`config.mk`:
```
export PLATFORM = sky130hd
export DESIGN_NAME = deewc_top
export DESIGN_NICKNAME = d
export VERILOG_FILES = /design/src/deewc_pkg.sv /design/src/deewc_top.sv
export SDC_FILE = /design/constraint.sdc
export NUM_CORES = 2
export LEC_CHECK = 0
export BUFFER_PORTS_ARGS = -buffer_cell sky130_fd_sc_hd__buf_2
export CAP_MARGIN = 20
export CORE_MARGIN = 4
export CORE_UTILIZATION = 59
export DETAILED_ROUTE_END_ITERATION = 10
export PLACE_DENSITY = 0.76
export RECOVER_POWER = 50
export SYNTH_ARGS = -nofsm -noshare
export SYNTH_HDL_FRONTEND = slang
export SYNTH_SLANG_ARGS = --single-unit
```
`constraint.sdc`:
```
create_clock -name core_clk -period 10.6 [get_ports core_clk]
set_input_delay 1.06 -clock core_clk [delete_from_list [all_inputs] [get_ports core_clk]]
set_output_delay 1.06 -clock core_clk [all_outputs]
set_load 0.02 [all_outputs]
```
`src/deewc_pkg.sv`:
```
// constants, types and register map of the data eeprom write controller
package deewc_pkg;

  ////////////////////////////////////////////////////////////////////////////
  // register map (byte addresses on the axi4-lite bus)
  localparam logic [15:0] DEEWC_CTRL_OFS = 16'h0030;  // nvm_control_status
  localparam logic [15:0] DEEWC_PWR_OFS = 16'h0034;   // power state, read only
  localparam logic [15:0] DEEWC_OPT_OFS = 16'h0038;   // readout protection option
  localparam logic [15:0] DEEWC_EE_BASE = 16'h1000;   // eeprom window, one byte per word
  localparam int DEEWC_EE_SEL_LSB = 9;                // window spans 512 bytes

  // control register fields
  localparam int DEEWC_PGM_POS = 0;                   // program_go_bit
  localparam int DEEWC_CAP_POS = 1;                   // write_capture_mode
  localparam logic [7:0] DEEWC_CTRL_RST = 8'h00;
  localparam logic [7:0] DEEWC_OPT_RST = 8'h00;

  // array geometry
  localparam int DEEWC_ROWS = 4;
  localparam int DEEWC_ROW_BYTES = 32;
  localparam int DEEWC_BYTES = DEEWC_ROWS * DEEWC_ROW_BYTES;
  localparam logic [7:0] DEEWC_ERASED = 8'hFF;

  // timing in core_clk cycles
  localparam int DEEWC_PROG_CYCLES_DEF = 200;
  localparam logic [15:0] DEEWC_ERASE_CYCLES = 16'h0008;

  // axi responses
  localparam logic [1:0] DEEWC_OKAY = 2'b00;
  localparam logic [1:0] DEEWC_SLVERR = 2'b10;
  localparam logic [1:0] DEEWC_DECERR = 2'b11;

  // controller states
  typedef enum logic [2:0] {
    DEEWC_IDLE = 3'b000,
    DEEWC_PROG = 3'b001,
    DEEWC_WAIT = 3'b010,
    DEEWC_HALT = 3'b011,
    DEEWC_ERASE = 3'b100
  } deewc_state_e;

  // control/status bits travelling together
  typedef struct packed {
    logic cap;  // write_capture_mode
    logic program_go_short;  // program_go_bit
  } deewc_ctrl_s;

  // cpu power-mode requests
  typedef struct packed {
    logic halt;  // halt instruction
    logic wait_; // sleep_wait_instruction or active halt
  } deewc_pwr_s;

endpackage

```
`src/deewc_top.sv`:
```
// data eeprom write controller with axi4-lite slave and behavioural cell array
`timescale 1ns/1ps
module deewc_top
  import deewc_pkg::*;
#(
  parameter int PROG_CYCLES = DEEWC_PROG_CYCLES_DEF  // programming cycle length in clocks
) (
  input wire logic core_clk,
  input wire logic nrst,
  input wire logic [15:0] s_axi_awaddr,
  input wire logic [2:0] s_axi_awprot,
  input wire logic s_axi_awvalid,
  output logic s_axi_awready,
  input wire logic [31:0] s_axi_wdata,
  input wire logic [3:0] s_axi_wstrb,
  input wire logic s_axi_wvalid,
  output logic s_axi_wready,
  output logic [1:0] s_axi_bresp,
  output logic s_axi_bvalid,
  input wire logic s_axi_bready,
  input wire logic [15:0] s_axi_araddr,
  input wire logic [2:0] s_axi_arprot,
  input wire logic s_axi_arvalid,
  output logic s_axi_arready,
  output logic [31:0] s_axi_rdata,
  output logic [1:0] s_axi_rresp,
  output logic s_axi_rvalid,
  input wire logic s_axi_rready,
  input wire deewc_pwr_s cpu_pwr_req,
  output logic nvm_busy,
  output logic nvm_wait_ack,
  output logic pm_erase_req
);

  ////////////////////////////////////////////////////////////////////////////
  // helpers
  localparam logic [15:0] PROG_LOAD = 16'(PROG_CYCLES);  // counter load value
  localparam int PROG_LEN = PROG_CYCLES + 1;             // bound for checks

  // address falls in the eeprom window
  function automatic logic is_ee(input logic [15:0] a);
    return a[15:DEEWC_EE_SEL_LSB] == DEEWC_EE_BASE[15:DEEWC_EE_SEL_LSB];
  endfunction

  // byte index inside the eeprom
  function automatic logic [6:0] ee_idx(input logic [15:0] a);
    return a[8:2];
  endfunction

  ////////////////////////////////////////////////////////////////////////////
  // storage
  logic [7:0] mem [DEEWC_BYTES];          // nonvolatile cells
  logic [7:0] row_latch [DEEWC_ROW_BYTES]; // write latches, no read path
  logic [31:0] lat_valid;                 // latch written since last clear
  logic [1:0] last_row;                   // row of the latest captured write
  deewc_ctrl_s ctrl;                      // capture and go bits
  logic prot;                             // readout protection option
  deewc_state_e state;                    // controller state
  logic [15:0] cnt;                       // cycle timer

  // axi slave state
  logic aw_hold;          // address accepted, waiting to execute
  logic w_hold;           // data accepted, waiting to execute
  logic [15:0] awaddr_q;  // held write address
  logic [31:0] wdata_q;   // held write data
  logic wlane0_q;         // low byte lane enabled

  ////////////////////////////////////////////////////////////////////////////
  // write decode
  wire wr_fire = aw_hold & w_hold & ~s_axi_bvalid;  // write executes this cycle
  wire wr_ctrl = wr_fire & wlane0_q & (awaddr_q == DEEWC_CTRL_OFS);
  wire wr_opt = wr_fire & wlane0_q & (awaddr_q == DEEWC_OPT_OFS);
  wire wr_ee_any = wr_fire & is_ee(awaddr_q);
  wire wr_ee = wr_ee_any & wlane0_q;
  wire wr_mapped = wr_ee_any | (awaddr_q == DEEWC_CTRL_OFS) | (awaddr_q == DEEWC_OPT_OFS)
                   | (awaddr_q == DEEWC_PWR_OFS);
  wire [6:0] wr_i = ee_idx(awaddr_q);
  wire [4:0] wr_col = wr_i[4:0];
  wire [7:0] wr_byte = wdata_q[7:0];
  wire [7:0] and_val = row_latch[wr_col] & wr_byte;  // over-program value
  // captured eeprom write, blocked outside capture mode and under protection
  wire lat_wr = wr_ee & ctrl.cap & ~ctrl.program_go_short & ~prot;
  wire lat_and_fire = lat_wr & lat_valid[wr_col];

  // control register write intentions
  wire sw_set_pgm = wr_ctrl & wr_byte[DEEWC_PGM_POS];
  wire sw_clr_pgm = wr_ctrl & ~wr_byte[DEEWC_PGM_POS];
  wire sw_set_cap = wr_ctrl & wr_byte[DEEWC_CAP_POS];
  wire sw_clr_cap = wr_ctrl & ~wr_byte[DEEWC_CAP_POS];

  // state events
  wire halt_req = cpu_pwr_req.halt;
  wire wait_req = cpu_pwr_req.wait_;
  wire in_prog = (state == DEEWC_PROG);
  wire prog_done = in_prog & (cnt == 16'h0001) & ~halt_req & ~sw_clr_pgm;
  wire prog_abort = in_prog & sw_clr_pgm & ~halt_req;
  wire prog_start = (state == DEEWC_IDLE) & sw_set_pgm & ~prot & ~halt_req & ~wait_req;
  wire erase_start = (state == DEEWC_IDLE) & wr_opt & prot & ~wr_byte[0] & ~halt_req;
  wire erase_done = (state == DEEWC_ERASE) & (cnt == 16'h0001) & ~halt_req;

  ////////////////////////////////////////////////////////////////////////////
  // next state and control bits
  deewc_state_e next_state;
  deewc_ctrl_s next_ctrl;
  logic [15:0] next_cnt;
  logic next_prot;

  always_comb begin
    next_state = state;
    next_cnt = (cnt != 16'h0000) ? cnt - 16'h0001 : cnt;
    next_ctrl = ctrl;
    next_prot = prot;
    if (halt_req) begin
      // halt drops everything at once, data of a running cycle is lost
      next_state = DEEWC_HALT;
      next_ctrl = '0;
      next_cnt = 16'h0000;
    end else begin
      case (state)
        DEEWC_IDLE: begin
          if (wait_req) begin
            next_state = DEEWC_WAIT;
          end else if (prog_start) begin
            next_state = DEEWC_PROG;
            next_ctrl.program_go_short = 1'b1;
            next_cnt = PROG_LOAD;
          end else if (erase_start) begin
            next_state = DEEWC_ERASE;
            next_cnt = DEEWC_ERASE_CYCLES;
          end
          // capture set by software, clear only while go is clear
          if (sw_set_cap & ~prot) begin
            next_ctrl.cap = 1'b1;
          end else if (sw_clr_cap) begin
            next_ctrl.cap = 1'b0;
          end
          if (wr_opt & wr_byte[0]) begin
            next_prot = 1'b1;
          end
        end
        DEEWC_PROG: begin
          if (prog_done) begin
            // both bits fall on the same edge
            next_ctrl = '0;
            next_state = wait_req ? DEEWC_WAIT : DEEWC_IDLE;
          end else if (prog_abort) begin
            next_ctrl.program_go_short = 1'b0;
            next_state = DEEWC_IDLE;
            next_cnt = 16'h0000;
          end
        end
        DEEWC_WAIT: begin
          if (!wait_req) begin
            next_state = DEEWC_IDLE;
          end
        end
        DEEWC_HALT: begin
          next_state = DEEWC_IDLE;
        end
        DEEWC_ERASE: begin
          if (erase_done) begin
            next_state = DEEWC_IDLE;
            next_prot = 1'b0;
            next_ctrl = '0;
          end
        end
        default: begin
          next_state = DEEWC_IDLE;
        end
      endcase
    end
  end

  // latches clear whenever capture falls, which includes cycle end
  wire lat_clr = ctrl.cap & ~next_ctrl.cap;

  ////////////////////////////////////////////////////////////////////////////
  // control registers
  always_ff @(posedge core_clk) begin
    if (!nrst) begin
      state <= DEEWC_IDLE;
      ctrl <= deewc_ctrl_s'(DEEWC_CTRL_RST[1:0]);
      prot <= DEEWC_OPT_RST[0];
      cnt <= 16'h0000;
    end else begin
      state <= next_state;
      ctrl <= next_ctrl;
      prot <= next_prot;
      cnt <= next_cnt;
    end
  end

  ////////////////////////////////////////////////////////////////////////////
  // row latches
  always_ff @(posedge core_clk) begin
    if (!nrst) begin
      lat_valid <= 32'h0000_0000;
      last_row <= 2'b00;
    end else if (lat_clr) begin
      lat_valid <= 32'h0000_0000;
    end else if (lat_wr) begin
      lat_valid[wr_col] <= 1'b1;
      last_row <= wr_i[6:5];
    end
  end

  // latch data, and of old and new when already written
  always_ff @(posedge core_clk) begin
    if (lat_wr & ~lat_clr) begin
      row_latch[wr_col] <= lat_valid[wr_col] ? and_val : wr_byte;
    end
  end

  ////////////////////////////////////////////////////////////////////////////
  // cell array: row burn at cycle end, full erase on protection removal
  always_ff @(posedge core_clk) begin
    if (erase_done) begin
      for (int i = 0; i < DEEWC_BYTES; i++) begin
        mem[i] <= DEEWC_ERASED;
      end
    end else if (prog_done) begin
      for (int c = 0; c < DEEWC_ROW_BYTES; c++) begin
        if (lat_valid[c]) begin
          mem[{last_row, 5'(c)}] <= row_latch[c];
        end
      end
    end
  end

  ////////////////////////////////////////////////////////////////////////////
  // read decode, latches have no path here
  wire ar_take = s_axi_arvalid & s_axi_arready;
  wire rd_is_ee = is_ee(s_axi_araddr);
  wire rd_is_ctrl = (s_axi_araddr == DEEWC_CTRL_OFS);
  wire rd_is_pwr = (s_axi_araddr == DEEWC_PWR_OFS);
  wire rd_is_opt = (s_axi_araddr == DEEWC_OPT_OFS);
  wire rd_ee_ok = rd_is_ee & ~ctrl.cap & ~prot;
  wire [7:0] rd_cell = mem[ee_idx(s_axi_araddr)];
  wire [7:0] rd_ctrl_val = {6'b00_0000, ctrl.cap, ctrl.program_go_short};
  wire [7:0] rd_pwr_val = {5'b0_0000, state};
  wire [31:0] rd_data = rd_ee_ok ? {24'h00_0000, rd_cell} :
                        rd_is_ctrl ? {24'h00_0000, rd_ctrl_val} :
                        rd_is_pwr ? {24'h00_0000, rd_pwr_val} :
                        rd_is_opt ? {31'h0000_0000, prot} : 32'h0000_0000;
  wire [1:0] rd_resp = rd_ee_ok | rd_is_ctrl | rd_is_pwr | rd_is_opt ? DEEWC_OKAY :
                       rd_is_ee ? DEEWC_SLVERR : DEEWC_DECERR;
  wire [1:0] wr_resp = ~wr_mapped ? DEEWC_DECERR : (wr_ee_any & prot) ? DEEWC_SLVERR : DEEWC_OKAY;

  // axi handshake next values
  wire aw_take = s_axi_awvalid & s_axi_awready;
  wire w_take = s_axi_wvalid & s_axi_wready;
  wire next_aw_hold = (aw_hold | aw_take) & ~wr_fire;
  wire next_w_hold = (w_hold | w_take) & ~wr_fire;
  wire next_bvalid = wr_fire | (s_axi_bvalid & ~s_axi_bready);
  wire next_rvalid = ar_take | (s_axi_rvalid & ~s_axi_rready);

  ////////////////////////////////////////////////////////////////////////////
  // axi write channels
  always_ff @(posedge core_clk) begin
    if (!nrst) begin
      aw_hold <= 1'b0;
      w_hold <= 1'b0;
      s_axi_awready <= 1'b0;
      s_axi_wready <= 1'b0;
      s_axi_bvalid <= 1'b0;
      s_axi_bresp <= DEEWC_OKAY;
      awaddr_q <= 16'h0000;
      wdata_q <= 32'h0000_0000;
      wlane0_q <= 1'b0;
    end else begin
      aw_hold <= next_aw_hold;
      w_hold <= next_w_hold;
      s_axi_awready <= ~next_aw_hold & ~next_bvalid;
      s_axi_wready <= ~next_w_hold & ~next_bvalid;
      s_axi_bvalid <= next_bvalid;
      if (wr_fire) begin
        s_axi_bresp <= wr_resp;
      end
      if (aw_take) begin
        awaddr_q <= s_axi_awaddr;
      end
      if (w_take) begin
        wdata_q <= s_axi_wdata;
        wlane0_q <= s_axi_wstrb[0];
      end
    end
  end

  // axi read channels
  always_ff @(posedge core_clk) begin
    if (!nrst) begin
      s_axi_arready <= 1'b0;
      s_axi_rvalid <= 1'b0;
      s_axi_rdata <= 32'h0000_0000;
      s_axi_rresp <= DEEWC_OKAY;
    end else begin
      s_axi_arready <= ~next_rvalid;
      s_axi_rvalid <= next_rvalid;
      if (ar_take) begin
        s_axi_rdata <= rd_data;
        s_axi_rresp <= rd_resp;
      end
    end
  end

  // status outputs
  always_ff @(posedge core_clk) begin
    if (!nrst) begin
      nvm_busy <= 1'b0;
      nvm_wait_ack <= 1'b0;
      pm_erase_req <= 1'b0;
    end else begin
      nvm_busy <= (next_state == DEEWC_PROG) | (next_state == DEEWC_ERASE);
      nvm_wait_ack <= (next_state == DEEWC_WAIT) | (next_state == DEEWC_HALT);
      pm_erase_req <= erase_done;
    end
  end

  ////////////////////////////////////////////////////////////////////////////
  // checks
  logic rd_ctrl_q;  // last accepted read hit the control register
  logic rd_blk_q;   // last accepted read hit the eeprom in capture mode
  always_ff @(posedge core_clk) begin
    if (!nrst) begin
      rd_ctrl_q <= 1'b0;
      rd_blk_q <= 1'b0;
    end else if (ar_take) begin
      rd_ctrl_q <= rd_is_ctrl;
      rd_blk_q <= rd_is_ee & ctrl.cap;
    end
  end

  property p_end_clears;
    @(posedge core_clk) disable iff (!nrst) prog_done |=> !ctrl.program_go_short && !ctrl.cap && lat_valid == 0;
  endproperty
  a_end_clears: assert property (p_end_clears) else $error("cycle end left bits set");

  property p_cycle_len;
    @(posedge core_clk) disable iff (!nrst) $rose(ctrl.program_go_short) |-> ##[1:PROG_LEN] !ctrl.program_go_short;
  endproperty
  a_cycle_len: assert property (p_cycle_len) else $error("cycle not ended by timer");

  property p_go_reads;
    @(posedge core_clk) disable iff (!nrst) ctrl.program_go_short == (state == DEEWC_PROG);
  endproperty
  a_go_reads: assert property (p_go_reads) else $error("go bit disagrees with cycle");

  property p_ctrl_zero;
    @(posedge core_clk) disable iff (!nrst) s_axi_rvalid && rd_ctrl_q |-> s_axi_rdata[31:2] == 30'h0000_0000;
  endproperty
  a_ctrl_zero: assert property (p_ctrl_zero) else $error("reserved control bits nonzero");

  property p_cap_read;
    @(posedge core_clk) disable iff (!nrst)
      s_axi_rvalid && rd_blk_q |-> s_axi_rdata == 32'h0000_0000 && s_axi_rresp == DEEWC_SLVERR;
  endproperty
  a_cap_read: assert property (p_cap_read) else $error("eeprom read drove data in capture mode");

  property p_no_capture;
    @(posedge core_clk) disable iff (!nrst) wr_ee && !ctrl.cap |=> $stable(lat_valid);
  endproperty
  a_no_capture: assert property (p_no_capture) else $error("latch changed outside capture");

  property p_and_rewrite;
    @(posedge core_clk) disable iff (!nrst) lat_and_fire && !lat_clr |=> row_latch[$past(wr_col)] == $past(and_val);
  endproperty
  a_and_rewrite: assert property (p_and_rewrite) else $error("rewrite did not and");

  property p_fall_clears;
    @(posedge core_clk) disable iff (!nrst) $fell(ctrl.cap) |-> lat_valid == 32'h0000_0000;
  endproperty
  a_fall_clears: assert property (p_fall_clears) else $error("latches survive capture fall");

  property p_wait_idle;
    @(posedge core_clk) disable iff (!nrst) wait_req && !halt_req && state == DEEWC_IDLE |=> state == DEEWC_WAIT;
  endproperty
  a_wait_idle: assert property (p_wait_idle) else $error("idle wait not entered");

  property p_halt_stop;
    @(posedge core_clk) disable iff (!nrst) halt_req |=> state == DEEWC_HALT && !ctrl.program_go_short ##1 !nvm_busy;
  endproperty
  a_halt_stop: assert property (p_halt_stop) else $error("halt did not stop");

  c_prog_done: cover property (@(posedge core_clk) disable iff (!nrst) prog_done);
  c_wait_busy: cover property (@(posedge core_clk) disable iff (!nrst) in_prog && wait_req ##1 in_prog);
  c_erase: cover property (@(posedge core_clk) disable iff (!nrst) erase_done);
  c_and: cover property (@(posedge core_clk) disable iff (!nrst) lat_and_fire);

endmodule

```
== Yosys cells after proc, flatten, opt, wreduce, memory -nomap -nowiden ==
Memories as Yosys holds them, arrays and structs flattened. A register that Yosys moved wholly into a read port is not among the register bits.
Index checks and enable logic that the tools add are counted.
W data, S select, Z words.

* Bits in registers: 127
* Bits in latches: 0
* Bits in writable memories: 1,280
* Memory bits (read-only): 0
* Output and inout bits: 44
* Word-level logic and storage cells: 442
* Memories: 2

* Add/sub/neg operators: 1
* Multipliers: 0
* Div/mod/pow operators: 0
* Order comparisons: 2
* Equal/unequal tests: 21
* Shift operators: 0
* Mux-type cells: 273
* Bitwise operators: 78
* Reduce and logical (&&, ||, !) cells: 42

{| class="wikitable"
|+ Memory list
! name !! depth !! bits a word !! rd ports !! clocked after memory_dff !! write ports !! line !! source
|-
| mem || 128 || 8 || 1 || 0 || 128 || deewc_top.sv:52 || <nowiki>logic [7:0] mem [DEEWC_BYTES];</nowiki>
|-
| row_latch || 32 || 8 || 33 || 1 || 1 || deewc_top.sv:53 || <nowiki>logic [7:0] row_latch [DEEWC_ROW_BYTES];</nowiki>
|}

{| class="wikitable"
|+ Operators with widths
! kind !! count
|-
| $mux W8 || 34
|-
| $reduce_or A8 Y1 || 32
|-
| $mux W7 || 32
|-
| $mux W1 || 177
|-
| $eq A16 B6 Y1 const B || 6
|-
| $mux W16 || 6
|-
| $and A1 B1 Y1 || 45
|-
| $or A32 B32 Y32 || 1
|-
| $pmux W16 S2 || 1
|-
| $mux W3 || 10
|-
| $not A1 Y1 || 19
|-
| $eq A16 B1 Y1 const B || 1
|-
| $reduce_bool A16 Y1 || 1
|-
| $sub A16 B1 Y16 const B || 1
|-
| $eq A7 B4 Y1 const B || 2
|-
| $mux W2 || 6
|-
| $or A1 B1 Y1 || 12
|-
| $pmux W3 S4 || 1
|-
| $mux W5 || 2
|-
| $eq A3 B2 Y1 const B || 3
|-
| $and A8 B8 Y8 || 1
|-
| $eq A3 B1 Y1 const B || 2
|-
| $eq A3 B3 Y1 const B || 2
|-
| $lt A5 B6 Y1 const B || 1
|-
| 16 further kinds || 19
|}

== Logic depth before layout (Yosys ltp) ==
* Word-level depth: 19
* Mapped depth: 12

== Worst setup path after synthesis ==
OpenSTA, ideal clock, no wires.

* Path type: reg2reg
* Start point: register with a tool-made name
* End point: memory row_latch[0][5] (data pin)
* Setup time: 0.465 ns
* Arrival: 3.188 ns
* Setup slack: 6.947 ns
* Stages on the path, launching flop included: 7
* Clock period less this slack: 3.653 ns
* Path through: dfxtp_1 > clkbuf_1 > buf_1 > mux4_2 > mux4_2 > mux2i_1 > a21boi_0

{| class="wikitable"
|+ RTL lines
! item !! line
|-
| end: declaration || deewc_top.sv:53
|}

==> impl_metrics.csv <==
group,metric,value,unit
place,port_buffers,69,
detailed_routing,vias_per_cell,6.90,
setup_path,crit_path_end_kind,"register",
hold_path,hold_path.class,"register to register",
synth,synth-seq-area-share,66.3,%
synth,synth.avg_cell_area,14.2,um^2
setup_path,cp_max_fo,35,
detailed_routing,vias,39700,
floorplan,fp.dieH,330,um
power_and_ir_drop,p_int,8.96,mW
synth,ys_warn_count,0,
clocking,clkLatencyLatePin,770,ps
outcome,violations,"capacitance limit, slew limit",
sta,post-route-period-util,72.8,%
outcome,status,"complete, but fails checks",
clocking,cts_resized,0,
detailed_routing,wl,199000,um
global_routing,grt_max_degree,165,
cells_and_area,fillCellCount,7155,
global_routing,grt_use_total,36.7,%
synth,ys.flop_type,"edfxtp_1",
synth,synth_cell_types,72,
place,place.gp.congestion,1.04,
sta,timing.final.max_slew_violations,746,
sta,tightest_slew,3450,ps
synth,netlist_area,0.0613,mm^2
sta,setup_violations,0,
clocking,root_buffer,"clkbuf_16",
power_and_ir_drop,power_frac_comb,5.3,%
detailed_routing,drt_iter0_drc,7856,
power_and_ir_drop,peakVddDrop,234,uV
power_and_ir_drop,p_leak,23.9,nW
clocking,cts_buffer_depth,3,
place,dp.cells,5495,
sta,skew,28.2,ps
cells_and_area,final_cell_count_no_fill,5752,
detailed_routing,ant_nets,0,
cells_and_area,fin_nets,4355,
cells_and_area,synthToLayoutAreaGrowth,9.01,%
setup_path,cp_slowest_stage_delay,2380,ps
setup_path,cp.required,10870,ps
cells_and_area,final-seq-area,0.0406,mm^2
clocking,clock-sinks,1388,
power_and_ir_drop,p_sw,2.55,mW
floorplan,core_area,0.102,mm^2
clocking,post_cts_buffers,0,
power_and_ir_drop,power_density,172,mW/mm^2
global_routing,grt_pass1_vias,37300,
sta,fmax,130,MHz
setup_path,cpMaxStageDelayCell,"clkbuf_1",
cells_and_area,most-common-layout-cells,"1280 x edfxtp_1, 1158 x nand2_1, 323 x mux4_2",
setup_path,crit_type,"register to register",
setup_path,r2r_setup_slack,2880,ps
power_and_ir_drop,power.share.sequential,51.7,%
synth,postSynthCellCount,4303,
setup_path,cp_top_family,"buffers and inverters",
floorplan,initial_utilization,59.8,%
setup_path,worstSetupStartpointType,"register",
clocking,htree_levels,4,
cells_and_area,final_common_cell,"edfxtp_1",
cells_and_area,drive_above_1_share,15.1,%
synth,synth_edf_count,1280,
cells_and_area,multiInputGateArea,0.0191,mm^2
clocking,cts_buffers,140,
place,hpwl,138000,um
sta,rsz0062_at_grt,"no",
setup_path,path_buf_inv,2,
sta,layout_min_cycle_time,7720,ps
detailed_routing,routedWlPerCell,34.6,um
sta,hold_violations,0,
power_and_ir_drop,p_clk_share,43.0,%
clocking,postCtsHoldBufs,0,
cells_and_area,final_core_util,65.2,%
floorplan,ios,127,
synth,async_flop_share,0,%
global_routing,antenna_found_initial,10,
synth,synth-seq-cells,1388,
global_routing,grt_pass1_wl,278000,um
sta,tns,0,ps
detailed_routing,drcViolationCount,0,
setup_path,cp.arrival,7990,ps
clocking,clk_pin_slew,60,ps
floorplan,die_x,330,um
power_and_ir_drop,p_sw_share,22.1,%
run,maxCapViolCount,19,
floorplan,rows,117,
sta,slew-limit-headroom,-130,%
floorplan,die_area,0.109,mm^2
global_routing,grt_overflow,0,
clocking,cts_tree,"yes",
setup_path,crit_chain,"clkbuf_1 > mux4_2 > mux4_2 > mux2i_1 > a21boi_0 > clkbuf_1",
detailed_routing,drt_first_pass_iters,7,
routing by layer:
metal / part of all wire, % / vias to the layer above / GRT usage (%)
li1: - / 15800 / -
met1: 34 / 19600 / 49.7
met2: 43 / 3696 / 51.9
met3: 18 / 538 / 16.8
met4: 5.2 / 14 / 15.1
met5: 0.19 / - / 2.09
synth_stat cells (18+ instances only):
| cell | n | share of area [%] |
|---|---|---|
| edfxtp_1 | 1280 | 63 |
| nand2_1 | 1158 | 7.1 |
| mux4_2 | 323 | 12 |
| nor2b_1 | 264 | 2.7 |
| nor2_1 | 138 | 0.85 |
| clkbuf_1 | 134 | 0.82 |
| a21o_1 | 130 | 1.6 |
| buf_2 | 111 | 0.91 |
| dfxtp_1 | 108 | 3.5 |
| mux2i_1 | 98 | 1.6 |
| buf_4 | 61 | 0.75 |
| a21oi_1 | 48 | 0.39 |
| a21boi_0 | 38 | 0.47 |
| nand3_1 | 30 | 0.25 |
| nor3_1 | 28 | 0.23 |
| buf_1 | 26 | 0.16 |
| o21ai_0 | 24 | 0.20 |
| mux2_2 | 22 | 0.40 |
| and2_1 | 18 | 0.18 |
| o22ai_1 | 18 | 0.18 |
path summary, 6_finish.rpt:
path                from          endpoint  depth (start not counted)
max             register  row_latch[16][6]                          6
min          awaddr_q[0]       awaddr_q[0]                          2
max reg2reg     register  row_latch[16][6]                          6
min reg2reg  awaddr_q[0]       awaddr_q[0]                          2
worst register-to-register path: stages, from the launching register on:
cell      delay (ps)
dfxtp_4          920
clkbuf_1        2400
mux4_2           780
mux4_2           330
mux2i_1          120
a21boi_0        1130
clkbuf_1        1520
per-stage QoR:
stage	hold WS, ps	power, mW	cell area (um^2)	worst slack, ps
after floorplan	436	6.51	61400	6950
after global placement	454	6.67	62400	5590
after detailed placement	459	6.67	62400	5550
after CTS	468	11.5	67000	5610
after global routing	488	11.8	66800	2710
final	468	11.5	66800	2880
layout make-up:
class | instances | share of cell area (%)
sequential | 1388 | 60.8
multi-input combinational | 2592 | 28.6
clock buffer | 173 | 5.62
tap | 1368 | 2.56
timing repair buffer | 133 | 1.18
clock inverter | 75 | 1.15
inverter | 14 | 0.0787
antenna | 9 | 0.0337
cells by family (layout without fill, tap and decap cells):
kind of cell | after synthesis | after routing | synth area share (%)
AO/OA/AOI/OAI | 374 | 374 | 4.34
XOR/XNOR | 15 | 15 | 0.214
adder cells (fa/ha/maj) | 3 | 3 | 0.0613
buffers and inverters | 346 | 395 | 2.72
flip-flops | 1388 | 1388 | 66.3
multiplexers | 443 | 443 | 13.9
other | 1 | 33 | 0.00612
AND/OR/NAND/NOR | 1733 | 1733 | 12.5
state kept, by name, summed over array words and instances, names as in the netlist, 3 cells and up, named ones only:
signal / flops
awaddr_q: 16
cnt: 16
lat_valid: 32
mem: 1024
row_latch: 256
s_axi_rdata: 8
state: 3
wdata_q: 8
power by group through the flow:
stage	Sequential, mW	Clock [mW]	Combinational [mW]
2_1_floorplan	6.06	0	0.452
3_3_place_gp	6.07	0	0.602
3_5_place_dp	6.07	0	0.606
4_1_cts	5.95	4.92	0.609
5_1_grt	5.95	5.16	0.655
6_report	5.95	4.95	0.614
Power figures use the tool's default switching activity.
